## config.mk

```make
export PLATFORM = sky130hd
export DESIGN_NAME = scpi_cmd_block
export DESIGN_NICKNAME = d
export VERILOG_FILES = /design/src/scpi_cmd_pkg.sv /design/src/scpi_cmd_block.sv
export VERILOG_INCLUDE_DIRS = /design/src
export SDC_FILE = /design/constraint.sdc
export NUM_CORES = 1
export LEC_CHECK = 0
export BUFFER_PORTS_ARGS = -buffer_cell sky130_fd_sc_hd__clkbuf_2
export CAP_MARGIN = 20
export CORE_UTILIZATION = 40
export CTS_CLUSTER_DIAMETER = 200
export CTS_CLUSTER_SIZE = 30
export DETAILED_ROUTE_END_ITERATION = 6
export PLACE_DENSITY = 0.67
export SYNTH_ARGS = -nofsm -noshare
export SYNTH_HDL_FRONTEND = slang
export SYNTH_SLANG_ARGS = --single-unit
```

## constraint.sdc

```tcl
create_clock -name sys_clk -period 5.15 [get_ports sys_clk]
set_input_delay 0.2575 -clock sys_clk [delete_from_list [all_inputs] [get_ports sys_clk]]
set_output_delay 0.2575 -clock sys_clk [all_outputs]
set_load 0.02 [all_outputs]
```

## src/scpi_cmd_defs.svh

```systemverilog
/*
  register offsets, field positions, reset values and limits of the
  status / system / trigger command block.
  assumes: included by bare name from the design, checker and bench files.
*/
`ifndef SCPI_CMD_DEFS_SVH
`define SCPI_CMD_DEFS_SVH

// ------------------------------------------------------------------
// register byte addresses (apb, one aligned word each)
// ------------------------------------------------------------------
`define A_OPER_COND   12'h000
`define A_OPER_EVENT  12'h004
`define A_OPER_ENABLE 12'h008
`define A_QUES_COND   12'h00c
`define A_QUES_EVENT  12'h010
`define A_QUES_ENABLE 12'h014
`define A_COMMAND     12'h018
`define A_SYS_CTRL    12'h01c
`define A_ERR_PUSH    12'h020
`define A_ERR_POP     12'h024
`define A_VERSION     12'h028
`define A_TRIG_COUNT  12'h02c
`define A_TRIG_DELAY  12'h030
`define A_TRIG_SRC    12'h034
`define A_ARM_SRC     12'h038
`define A_SUMMARY     12'h03c

// ------------------------------------------------------------------
// command strobe bits (write-one pulses)
// ------------------------------------------------------------------
`define CMD_STAT_PRESET 0
`define CMD_BEEP_NOW    1
`define CMD_SYS_PRESET  2
`define CMD_TRIG_NOW    3

// ------------------------------------------------------------------
// system control bits
// ------------------------------------------------------------------
`define SYS_BEEP_OFF    0
`define SYS_KEYS_FREE   1
`define SYS_LINE_60     2

// ------------------------------------------------------------------
// reset values and limits
// ------------------------------------------------------------------
`define RST_TRIG_COUNT  9'h001
`define RST_TRIG_DELAY  20'h00000
`define MIN_TRIG_COUNT  9'h001
`define MAX_TRIG_COUNT  9'h1f4
`define VER_YEAR        16'h07cf
`define VER_REV         4'h0
`define LINE_50_HZ      8'h32
`define LINE_60_HZ      8'h3c

`endif

```

## src/scpi_cmd_pkg.sv

```systemverilog
/*
  types shared by the command block: trigger and arm source codes.
  assumes: nothing beyond the defs header.
*/
package scpi_cmd_pkg;
  typedef enum logic [2:0]
  {
    TRIG_BUS = 3'h0,
    TRIG_EXT = 3'h1,
    TRIG_INT = 3'h2,
    TRIG_MAN = 3'h3,
    TRIG_TIM = 3'h4
  } trig_src_e;

  typedef enum logic [1:0]
  {
    ARM_IMM = 2'h0,
    ARM_BUS = 2'h1,
    ARM_EXT = 2'h2,
    ARM_MAN = 2'h3
  } arm_src_e;
endpackage

```

## src/scpi_cmd_block.sv

```systemverilog
/*
  status groups, system settings and trigger control of a measuring
  instrument, reached by software over an apb slave.
  assumes: one clock sys_clk, synchronous active-high srst, the command
  parser sits in software and turns each command into a register access.
*/
// The APB slave port and the register offsets were chosen for this implementation.
`timescale 1ns/10ps
`include "scpi_cmd_defs.svh"

module scpi_cmd_block
#(
  parameter int OPER_W    = 16,
  parameter int ERR_DEPTH = 8
)
(
  input  wire logic                    sys_clk,
  input  wire logic                    srst,
  input  wire logic                    psel,
  input  wire logic                    penable,
  input  wire logic                    pwrite,
  input  wire logic [11:0]             paddr,
  input  wire logic [31:0]             pwdata,
  output logic      [31:0]             prdata,
  output logic                         pready,
  output logic                         pslverr,
  input  wire logic [OPER_W-1:0]       oper_cond_in,
  input  wire logic                    bus_trig_in,
  input  wire logic                    ext_trig_in,
  input  wire logic                    int_trig_in,
  input  wire logic                    man_key_in,
  output logic                         beep_ff,
  output logic                         front_panel_lock_ff,
  output logic                         measure_ff,
  output logic                         oper_summary_ff,
  output logic                         ques_summary_ff,
  output logic                         seq_single_ff,
  output logic                         seq_cont_ff,
  output scpi_cmd_pkg::trig_src_e      trig_src_ff,
  output scpi_cmd_pkg::arm_src_e       arm_src_ff
);
  import scpi_cmd_pkg::*;

  // ------------------------------------------------------------------
  // bus decode
  // ------------------------------------------------------------------
  logic              acc;
  logic              wr;
  logic              rd;
  logic              mapped;
  logic [31:0]       nxt_prdata;
  logic              acc_done_ff;

  // one wait state: answer in the cycle after the first access cycle
  assign acc = psel & penable & ~acc_done_ff;
  assign wr  = acc & pwrite & mapped;
  assign rd  = acc & ~pwrite & mapped;

  // ------------------------------------------------------------------
  // stored settings
  // ------------------------------------------------------------------
  logic [OPER_W-1:0] oper_cond_ff;
  logic [OPER_W-1:0] oper_event_ff;
  logic [OPER_W-1:0] oper_enable_ff;
  logic [OPER_W-1:0] ques_enable_ff;
  logic              beeper_off_ff;
  logic              line_60_ff;
  logic [8:0]        trig_count_ff;
  logic [19:0]       trig_delay_ff;
  logic              stat_preset;
  logic              sys_preset;
  logic              cmd_wr;

  assign cmd_wr      = wr & (paddr == `A_COMMAND);
  assign stat_preset = cmd_wr & pwdata[`CMD_STAT_PRESET];
  assign sys_preset  = cmd_wr & pwdata[`CMD_SYS_PRESET];

  // ------------------------------------------------------------------
  // error queue
  // ------------------------------------------------------------------
  localparam int PW = $clog2(ERR_DEPTH);
  logic [31:0]       err_mem [ERR_DEPTH];
  logic [PW-1:0]     err_rd_ff;
  logic [PW-1:0]     err_wr_ff;
  logic [PW:0]       err_cnt_ff;
  logic              err_push;
  logic              err_pop;

  // push from firmware side; full queue drops new entries
  assign err_push = wr & (paddr == `A_ERR_PUSH)
                  & (err_cnt_ff != (PW+1)'(ERR_DEPTH));
  assign err_pop  = rd & (paddr == `A_ERR_POP) & (err_cnt_ff != '0);

  // queue storage and pointers
  always_ff @(posedge sys_clk)
  begin
    if (err_push)
      err_mem[err_wr_ff] <= pwdata;
    if (srst | sys_preset)
    begin
      err_rd_ff  <= '0;
      err_wr_ff  <= '0;
      err_cnt_ff <= '0;
    end
    else
    begin
      if (err_push)
        err_wr_ff <= err_wr_ff + PW'(1);
      if (err_pop)
        err_rd_ff <= err_rd_ff + PW'(1);
      err_cnt_ff <= err_cnt_ff + (PW+1)'(err_push) - (PW+1)'(err_pop);
    end
  end

  // ------------------------------------------------------------------
  // operation status group
  // ------------------------------------------------------------------
  logic [OPER_W-1:0] rise;

  assign rise = oper_cond_in & ~oper_cond_ff;

  // condition sampled every cycle; reads never touch it
  always_ff @(posedge sys_clk)
  begin
    if (srst)
      oper_cond_ff <= '0;
    else
      oper_cond_ff <= oper_cond_in;
  end

  // event bits: a rising edge wins over the clearing read or a preset
  always_ff @(posedge sys_clk)
  begin
    if (srst)
      oper_event_ff <= '0;
    else if (stat_preset | sys_preset | (rd & (paddr == `A_OPER_EVENT)))
      oper_event_ff <= rise;
    else
      oper_event_ff <= oper_event_ff | rise;
  end

  // enable registers of both groups
  always_ff @(posedge sys_clk)
  begin
    if (srst | stat_preset | sys_preset)
    begin
      oper_enable_ff <= '0;
      ques_enable_ff <= '0;
    end
    else
    begin
      if (wr & (paddr == `A_OPER_ENABLE))
        oper_enable_ff <= pwdata[OPER_W-1:0];
      if (wr & (paddr == `A_QUES_ENABLE))
        ques_enable_ff <= pwdata[OPER_W-1:0];
    end
  end

  // group summaries; questionable event is always zero so never set
  always_ff @(posedge sys_clk)
  begin
    if (srst)
    begin
      oper_summary_ff <= 1'b0;
      ques_summary_ff <= 1'b0;
    end
    else
    begin
      oper_summary_ff <= |(oper_event_ff & oper_enable_ff);
      ques_summary_ff <= 1'b0;
    end
  end

  // ------------------------------------------------------------------
  // system settings
  // ------------------------------------------------------------------
  always_ff @(posedge sys_clk)
  begin
    if (srst | sys_preset)
    begin
      beeper_off_ff       <= 1'b0;
      front_panel_lock_ff <= 1'b0;
      line_60_ff          <= 1'b0;
    end
    else if (wr & (paddr == `A_SYS_CTRL))
    begin
      beeper_off_ff       <= pwdata[`SYS_BEEP_OFF];
      front_panel_lock_ff <= ~pwdata[`SYS_KEYS_FREE];
      line_60_ff          <= pwdata[`SYS_LINE_60];
    end
  end

  // beeper pulse, muted while the beeper is off
  always_ff @(posedge sys_clk)
  begin
    if (srst)
      beep_ff <= 1'b0;
    else
      beep_ff <= cmd_wr & pwdata[`CMD_BEEP_NOW] & ~beeper_off_ff;
  end

  // ------------------------------------------------------------------
  // trigger count and delay
  // ------------------------------------------------------------------
  always_ff @(posedge sys_clk)
  begin
    if (srst | sys_preset)
    begin
      trig_count_ff <= `RST_TRIG_COUNT;
      trig_delay_ff <= `RST_TRIG_DELAY;
    end
    else
    begin
      // out-of-range counts are refused and keep the old value
      if (wr & (paddr == `A_TRIG_COUNT) & (pwdata[31:9] == '0)
          & (pwdata[8:0] >= `MIN_TRIG_COUNT)
          & (pwdata[8:0] <= `MAX_TRIG_COUNT))
        trig_count_ff <= pwdata[8:0];
      if (wr & (paddr == `A_TRIG_DELAY))
        trig_delay_ff <= pwdata[19:0];
    end
  end

  // ------------------------------------------------------------------
  // trigger and arm source with automatic correction
  // ------------------------------------------------------------------
  logic              src_wr;
  logic              arm_wr;
  trig_src_e         new_src;

  assign src_wr  = wr & (paddr == `A_TRIG_SRC) & (pwdata[2:0] <= 3'h4);
  assign arm_wr  = wr & (paddr == `A_ARM_SRC);
  assign new_src = trig_src_e'(pwdata[2:0]);

  always_ff @(posedge sys_clk)
  begin
    if (srst | sys_preset)
    begin
      trig_src_ff <= TRIG_INT;
      arm_src_ff  <= ARM_IMM;
    end
    else if (src_wr)
    begin
      trig_src_ff <= new_src;
      if ((new_src == TRIG_TIM) & (arm_src_ff == ARM_IMM))
        arm_src_ff <= ARM_BUS;
      else if ((new_src != TRIG_TIM) & (new_src != TRIG_INT)
               & (arm_src_ff != ARM_IMM))
        arm_src_ff <= ARM_IMM;
    end
    else if (arm_wr)
      arm_src_ff <= arm_src_e'(pwdata[1:0]);
  end

  // ------------------------------------------------------------------
  // measurement start and sequence mode
  // ------------------------------------------------------------------
  logic              src_hit;
  logic              arm_hit;

  always_comb
  begin
    unique case (trig_src_ff)
      TRIG_BUS: src_hit = bus_trig_in;
      TRIG_EXT: src_hit = ext_trig_in;
      TRIG_INT: src_hit = int_trig_in;
      TRIG_MAN: src_hit = man_key_in;
      default:  src_hit = 1'b0;
    endcase
    unique case (arm_src_ff)
      ARM_BUS: arm_hit = bus_trig_in;
      ARM_EXT: arm_hit = ext_trig_in;
      ARM_MAN: arm_hit = man_key_in;
      default: arm_hit = 1'b0;
    endcase
  end

  // arm immediate means no sequence, the source fires directly
  always_ff @(posedge sys_clk)
  begin
    if (srst)
    begin
      measure_ff    <= 1'b0;
      seq_single_ff <= 1'b0;
      seq_cont_ff   <= 1'b0;
    end
    else
    begin
      measure_ff <= (cmd_wr & pwdata[`CMD_TRIG_NOW])
                  | ((arm_src_ff == ARM_IMM) & src_hit)
                  | ((arm_src_ff != ARM_IMM) & arm_hit);
      seq_single_ff <= (arm_src_ff != ARM_IMM)
                     & (trig_src_ff == TRIG_INT);
      seq_cont_ff   <= (arm_src_ff != ARM_IMM)
                     & (trig_src_ff == TRIG_TIM);
    end
  end

  // ------------------------------------------------------------------
  // read mux and apb answer
  // ------------------------------------------------------------------
  always_comb
  begin
    mapped     = 1'b1;
    nxt_prdata = '0;
    unique case (paddr)
      `A_OPER_COND:   nxt_prdata[OPER_W-1:0] = oper_cond_ff;
      `A_OPER_EVENT:  nxt_prdata[OPER_W-1:0] = oper_event_ff;
      `A_OPER_ENABLE: nxt_prdata[OPER_W-1:0] = oper_enable_ff;
      `A_QUES_COND:   nxt_prdata = '0;
      `A_QUES_EVENT:  nxt_prdata = '0;
      `A_QUES_ENABLE: nxt_prdata[OPER_W-1:0] = ques_enable_ff;
      `A_COMMAND:     nxt_prdata = '0;
      `A_SYS_CTRL:    nxt_prdata[2:0] = {line_60_ff, ~front_panel_lock_ff,
                                         beeper_off_ff};
      `A_ERR_PUSH:    nxt_prdata[PW:0] = err_cnt_ff;
      `A_ERR_POP:     nxt_prdata = (err_cnt_ff != '0) ?
                                   err_mem[err_rd_ff] : '0;
      `A_VERSION:     nxt_prdata[19:0] = {`VER_YEAR, `VER_REV};
      `A_TRIG_COUNT:  nxt_prdata[8:0] = trig_count_ff;
      `A_TRIG_DELAY:  nxt_prdata[19:0] = trig_delay_ff;
      `A_TRIG_SRC:    nxt_prdata[2:0] = trig_src_ff;
      `A_ARM_SRC:     nxt_prdata[1:0] = arm_src_ff;
      `A_SUMMARY:     nxt_prdata[1:0] = {ques_summary_ff, oper_summary_ff};
      default:        mapped = 1'b0;
    endcase
  end

  // data registered so prdata comes straight from a flip-flop
  always_ff @(posedge sys_clk)
  begin
    if (srst)
    begin
      prdata      <= '0;
      pready      <= 1'b0;
      pslverr     <= 1'b0;
      acc_done_ff <= 1'b0;
    end
    else
    begin
      pready      <= acc;
      pslverr     <= acc & ~mapped;
      acc_done_ff <= acc;
      if (acc & ~pwrite)
        prdata <= mapped ? nxt_prdata : '0;
    end
  end
endmodule

```

**Word-level counts from Yosys, hierarchy flattened**

Memory sizes are Yosys's and may differ from the RTL's. A register that Yosys moved wholly into a read port is not among the register bits.
Index checks and enable logic that the tools add are counted.
W data, S select, Z words.

- Register bits after elaboration: 150
- Memory bits (writable): 256
- Input port bits: 69
- Output and inout bits: 46
- Word-level logic and storage cells: 141
- Memories: 1

- $add $sub $neg: 4
- $lt $le $gt $ge: 3
- Equality and inequality tests: 27
- Muxes and demuxes: 21
- Bitwise logic cells: 53
- Reductions and logical operators: 10

Memory list:

| name | depth | bits a word | read ports | clocked after memory_dff | wr ports | line | source |
|---|---|---|---|---|---|---|---|
| err_mem | 8 | 32 | 1 | 1 | 1 | scpi_cmd_block.sv:82 | `logic [31:0] err_mem [ERR_DEPTH];` |

Operators with widths:

| operator | number |
|---|---|
| $eq A12 B6 Y1 const B | 8 |
| $mux W32 | 2 |
| $pmux W7 S7 | 1 |
| $eq A12 B5 Y1 const B | 4 |
| $pmux W5 S8 | 1 |
| $and A1 B1 Y1 | 36 |
| $and A16 B16 Y16 | 2 |
| $reduce_or A16 Y1 | 2 |
| $eq A12 B4 Y1 const B | 2 |
| $pmux W2 S12 | 1 |
| $logic_not A23 Y1 | 1 |
| $mux W16 | 1 |
| $not A16 Y16 | 1 |
| $or A16 B16 Y16 | 1 |
| $eq A12 B3 Y1 const B | 1 |
| $logic_not A12 Y1 | 1 |
| $mux W12 | 1 |
| $pmux W1 S10 | 1 |
| $ge A9 B1 Y1 const B | 1 |
| $le A9 B9 Y1 const B | 1 |
| $mux W2 | 4 |
| $pmux W1 S8 | 1 |
| $pmux W4 S2 | 1 |
| $or A1 B1 Y1 | 7 |
| other kinds (23) | 36 |

**Longest topological paths before layout**

- Word-level depth: 9
- Mapped depth: 13
- Depth with buffers taken out: 12

**Least setup slack after synthesis**

No wires, ideal clock.

- Path kind: input to register
- From: input port paddr[7]
- To: memory err_mem[2][0] (enable)
- Setup time: 0.461 ns
- Arrival: 4.127 ns
- Required time: 4.689 ns
- Path slack: 0.562 ns
- Cell stages on the path: 7
- Buffers on the path: 2
- Cells stage by stage: buf_6 -> or4b_2 -> clkbuf_1 -> a21oi_1 -> nand4_1 -> or2_2 -> nor3_1

- Word-level cells in the longest chain between the ends: 8
- Elaborated cells on any way between the ends: 23
- Those cells by class: 15 x eq/ne; 3 x mux; 3 x bitwise; 2 x reduce/logical

Ends and longest elaborated chain:

| what | line | source |
|---|---|---|
| start: declaration | scpi_cmd_block.sv:22 | `input wire logic [11:0] paddr,` |
| $eq A12 B5 Y1, or another cell as far along | scpi_cmd_block.sv:306 | `unique case (paddr)` |
| $reduce_or A16 Y1 (no line) | - |  |
| $mux W1 | scpi_cmd_block.sv:306 |  |
| $and A1 B1 Y1 | scpi_cmd_block.sv:56 | `assign wr = acc & pwrite & mapped;` |
| $and A1 B1 Y1 (*) (2 in series) | scpi_cmd_block.sv:90 | `` assign err_push = wr & (paddr == `A_ERR_PUSH) `` |
| $mux W1 (*) | scpi_cmd_block.sv:97 | `if (err_push)` |
| $mux W1 (implied by the code) (*) | scpi_cmd_block.sv:98 | `err_mem[err_wr_ff] <= pwdata;` |
| end: declaration | scpi_cmd_block.sv:82 |  |

Every way passes the cells marked *; elsewhere a longest branch is shown, timed or not.

**Final worst setup path**

- From: register acc_done_ff
- To: register err_cnt_ff[2]

- Word-level cells in the longest chain between the ends: 8
- Elaborated cells on any way between the ends: 15
- Those cells by class: 2 x add/sub; 13 x bitwise

Ends and longest elaborated chain:

| what | line | source |
|---|---|---|
| start: declaration | scpi_cmd_block.sv:52 | `logic acc_done_ff;` |
| start signal: assignment | scpi_cmd_block.sv:337 | `acc_done_ff <= 1'b0;` |
| start signal: assignment | scpi_cmd_block.sv:343 | `acc_done_ff <= acc;` |
| $not A1 Y1 (*) | scpi_cmd_block.sv:55 | `assign acc = psel & penable & ~acc_done_ff;` |
| $and A1 B1 Y1 (*) | scpi_cmd_block.sv:55 |  |
| $and A1 B1 Y1 (2 in series) | scpi_cmd_block.sv:56 |  |
| $and A1 B1 Y1 (2 in series) | scpi_cmd_block.sv:90 |  |
| $add A4 B1 Y4 | scpi_cmd_block.sv:111 | `err_cnt_ff <= err_cnt_ff + (PW+1)'(err_push) - (PW+1)'(err_pop);` |
| $sub A4 B1 Y4 | scpi_cmd_block.sv:111 |  |
| end signal: assignment | scpi_cmd_block.sv:111 |  |
| end: declaration | scpi_cmd_block.sv:85 | `logic [PW:0] err_cnt_ff;` |

Marked as above.
A chain may end at the register's enable or synchronous reset.

==> impl_metrics.tcl <==
set metrics [dict create \
    status "finished, final reports clean" \
    cp_max_fo 22 \
    drive_gt1_share_pct 20.8 \
    synthesis.nets 1301 \
    finalCriticalPeriod_ps 3490 \
    ant_nets 0 \
    synth_edf_count 256 \
    viasPerCell 5.76 \
    yosysWarnings 0 \
    synthArstFlopShare_pct 0 \
    core_um2 40900 \
    die_h_um 206 \
    crit_slowest_cell "or4bb_4" \
    dieArea_um2 42500 \
    drtPass1Iterations 6 \
    post_cts_buffers 0 \
    finalPower_mw 5.36 \
    nNetsFinal 1397 \
    fin_crit_sh_pct 67.9 \
    die_w_um 206 \
    cts.repair.resized 0 \
    powerDensity_nw_per_um2 289 \
    rsz0062_at_grt "no" \
    yosysSeqAreaShare_pct 64.6 \
    design_area_um2 18500 \
    final_common_cell "edfxtp_1" \
    critPathCaptureType "register" \
    routed_wl_um 43500 \
    placedInstanceArea_um2 17700 \
    cp.arrival_ps 3920 \
    postSynthCellCount 1224 \
    clkTransAtPathRegs_ps 140 \
    slew_viol_final 0 \
    hold_buffers 18 \
    max_slew.worst_pin.slew_ps 1080 \
    drc 0 \
    ys.flop_type "edfxtp_1" \
    setup.worst_path.class "reg -> reg" \
    dp_worst_setup_slack_ps 1380 \
    grt_pass1_vias 10167 \
    grt_max_degree 51 \
    grt_pass1_wl_um 64100 \
    overflow 0 \
    final_cell_mix "edfxtp_1, dfxtp_1, nand2_1" \
    hold_slack_ps 19.7 \
    clkPwrFrac_pct 30.4 \
    vias 10745 \
    fin_skew_ps 41.3 \
    cts_tree "done" \
    drt_iter0_drc 1370 \
    p_int_mw 4.20 \
    io_pins 115 \
    synth.avg_cell_area_um2 13.6 \
    worst-endpoint-required_ps 5570 \
    cts_buffer_depth 3 \
    numCtsBuffers 17 \
    syn2layout_area_growth_pct 11.1 \
    worstPathCellList "or4bb_4, or3_1, nor3_2, buf_4, inv_1, nand2_1, ha_1, inv_1, fa_1, xor2_1, nor2_1" \
    synth_area_um2 16700 \
    leakage_nw 5.88 \
    setup_viol 0 \
    timing.setup.tns_ps 0 \
    clock_latency_ps 570 \
    fin_ws_ps 1660 \
    synth_cell_type_count 78 \
    power_switching_mw 1.15 \
    gp_congestion 0.938 \
    start_kind "register" \
    io_buffers 113 \
    cpMostUsedCell "inv_1" \
    grt_usage_pct 20.2 \
    row_count 74 \
    fin_cells 1864 \
    ys_ff_latch 409 \
    slowest_delay_ps 740 \
    utilization_pct 45.2 \
    start_util_pct 40.7 \
    hold_class "in -> reg" \
    htree_num_levels 1 \
    finalHoldViolCount 0 \
    p_comb_share_pct 4.1 \
    antenna_found_initial 1 \
    p_seq_share_pct 65.5 \
    irDropWorstVdd_mv 0.190 \
    switching_share_pct 21.6 \
    post-place-cells 1810 \
    dp_hpwl_um 28800 \
    slew_headroom_pct 27.7 \
    maxCapViolCount 0 \
    max_freq_mhz 286 \
    cts_root_buffer "clkbuf_16" \
    cts_sinks 409 \
    avgRoutedWirePerCell_um 23.3 \
]
registers in the layout, indices dropped and copies added, names as in the netlist, 2 cells and up, named ones only:
register,count
err_mem,256
prdata,32
trig_delay_ff,20
oper_cond_ff,16
oper_enable_ff,16
oper_event_ff,16
ques_enable_ff,16
trig_count_ff,9
err_cnt_ff,4
err_rd_ff,3
err_wr_ff,3
trig_src_ff,3
arm_src_ff,2
cells in the mapped netlist, types with 8 or more instances:
master,instances,area (µm²)
a21oi_1,83,415
a221oi_1,9,78.8
nand2b_1,9,56.3
nor3_1,22,110
and3_1,8,50.1
a22o_1,23,201
mux2_2,28,315
buf_1,14,52.6
edfxtp_1,256,7690
a22oi_1,34,255
o21ai_0,20,100
inv_1,29,109
buf_2,8,40.0
dfxtp_1,153,3060
nand2_1,146,548
nor2_1,56,210
clkbuf_1,43,161
mux2i_1,28,280
nand3_1,28,140
mux4_2,63,1420
nor4_1,12,75.1
nor2b_1,20,125
routing by layer:
layer | GRT usage [%] | wire length (µm) | share of wire [%]
met5 | 0 | 11 | 0.025
met2 | 33.2 | 21500 | 49
met4 | 6.25 | 1160 | 2.7
met3 | 2.40 | 2400 | 5.5
met1 | 28.0 | 18400 | 42
worst max-delay path, delay by kind of cell (launching register included):
kind,cells,cell delay (ps)
buf+inv,3,490
xor+xnor,1,160
fa+ha+maj,2,590
flops,1,360
simple gates,5,1740
area by class of cell:
type	instances	area (µm²)
fillers	3675	22400
clock inverters	2	25.0
well taps	532	666
inverters	29	109
repair buffers	155	997
flip-flops and latches	409	10800
multi-input cells	708	5480
diodes	1	2.50
clock buffers	28	467
power by group through the flow:
stage | Combinational (mW) | Clock [mW] | Sequential [mW]
global route | 0.233 | 1.75 | 3.51
CTS | 0.216 | 1.65 | 3.51
floorplan | 0.0958 | 0 | 3.58
detailed placement | 0.205 | 0 | 3.58
global placement | 0.199 | 0 | 3.58
finish | 0.218 | 1.63 | 3.51
worst paths after layout:
kind | start | to | slack (ps) | cells after the start
worst max-delay path | acc_done_ff$_SDFF_PP0_ | err_cnt_ff[2]$_SDFF_PP0_ | 1660 | 11
worst min-delay path | pwdata[27] | err_mem[7][27]$_DFFE_PP_ | 20 | 1
worst min register to register | trig_delay_ff[17]$_SDFFE_PP0P_ | prdata[17]$_SDFFE_PP0P_ | 460 | 2
worst max register to register | acc_done_ff$_SDFF_PP0_ | err_cnt_ff[2]$_SDFF_PP0_ | 1660 | 11
cell families (layout without fill, tap and decap cells):
logic type      after synthesis  in the layout  synth area share [%]
compound gates              227            227                  9.25
xor+xnor                      6              6                 0.316
fa+ha+maj                     8              8                 0.646
buf+inv                     107            214                  3.00
flops                       409            409                  64.6
mux                         119            119                  12.1
other cells                   1              2                0.0225
simple gates                347            347                  10.1
Note: power is estimated with default switching activity, not from simulation.
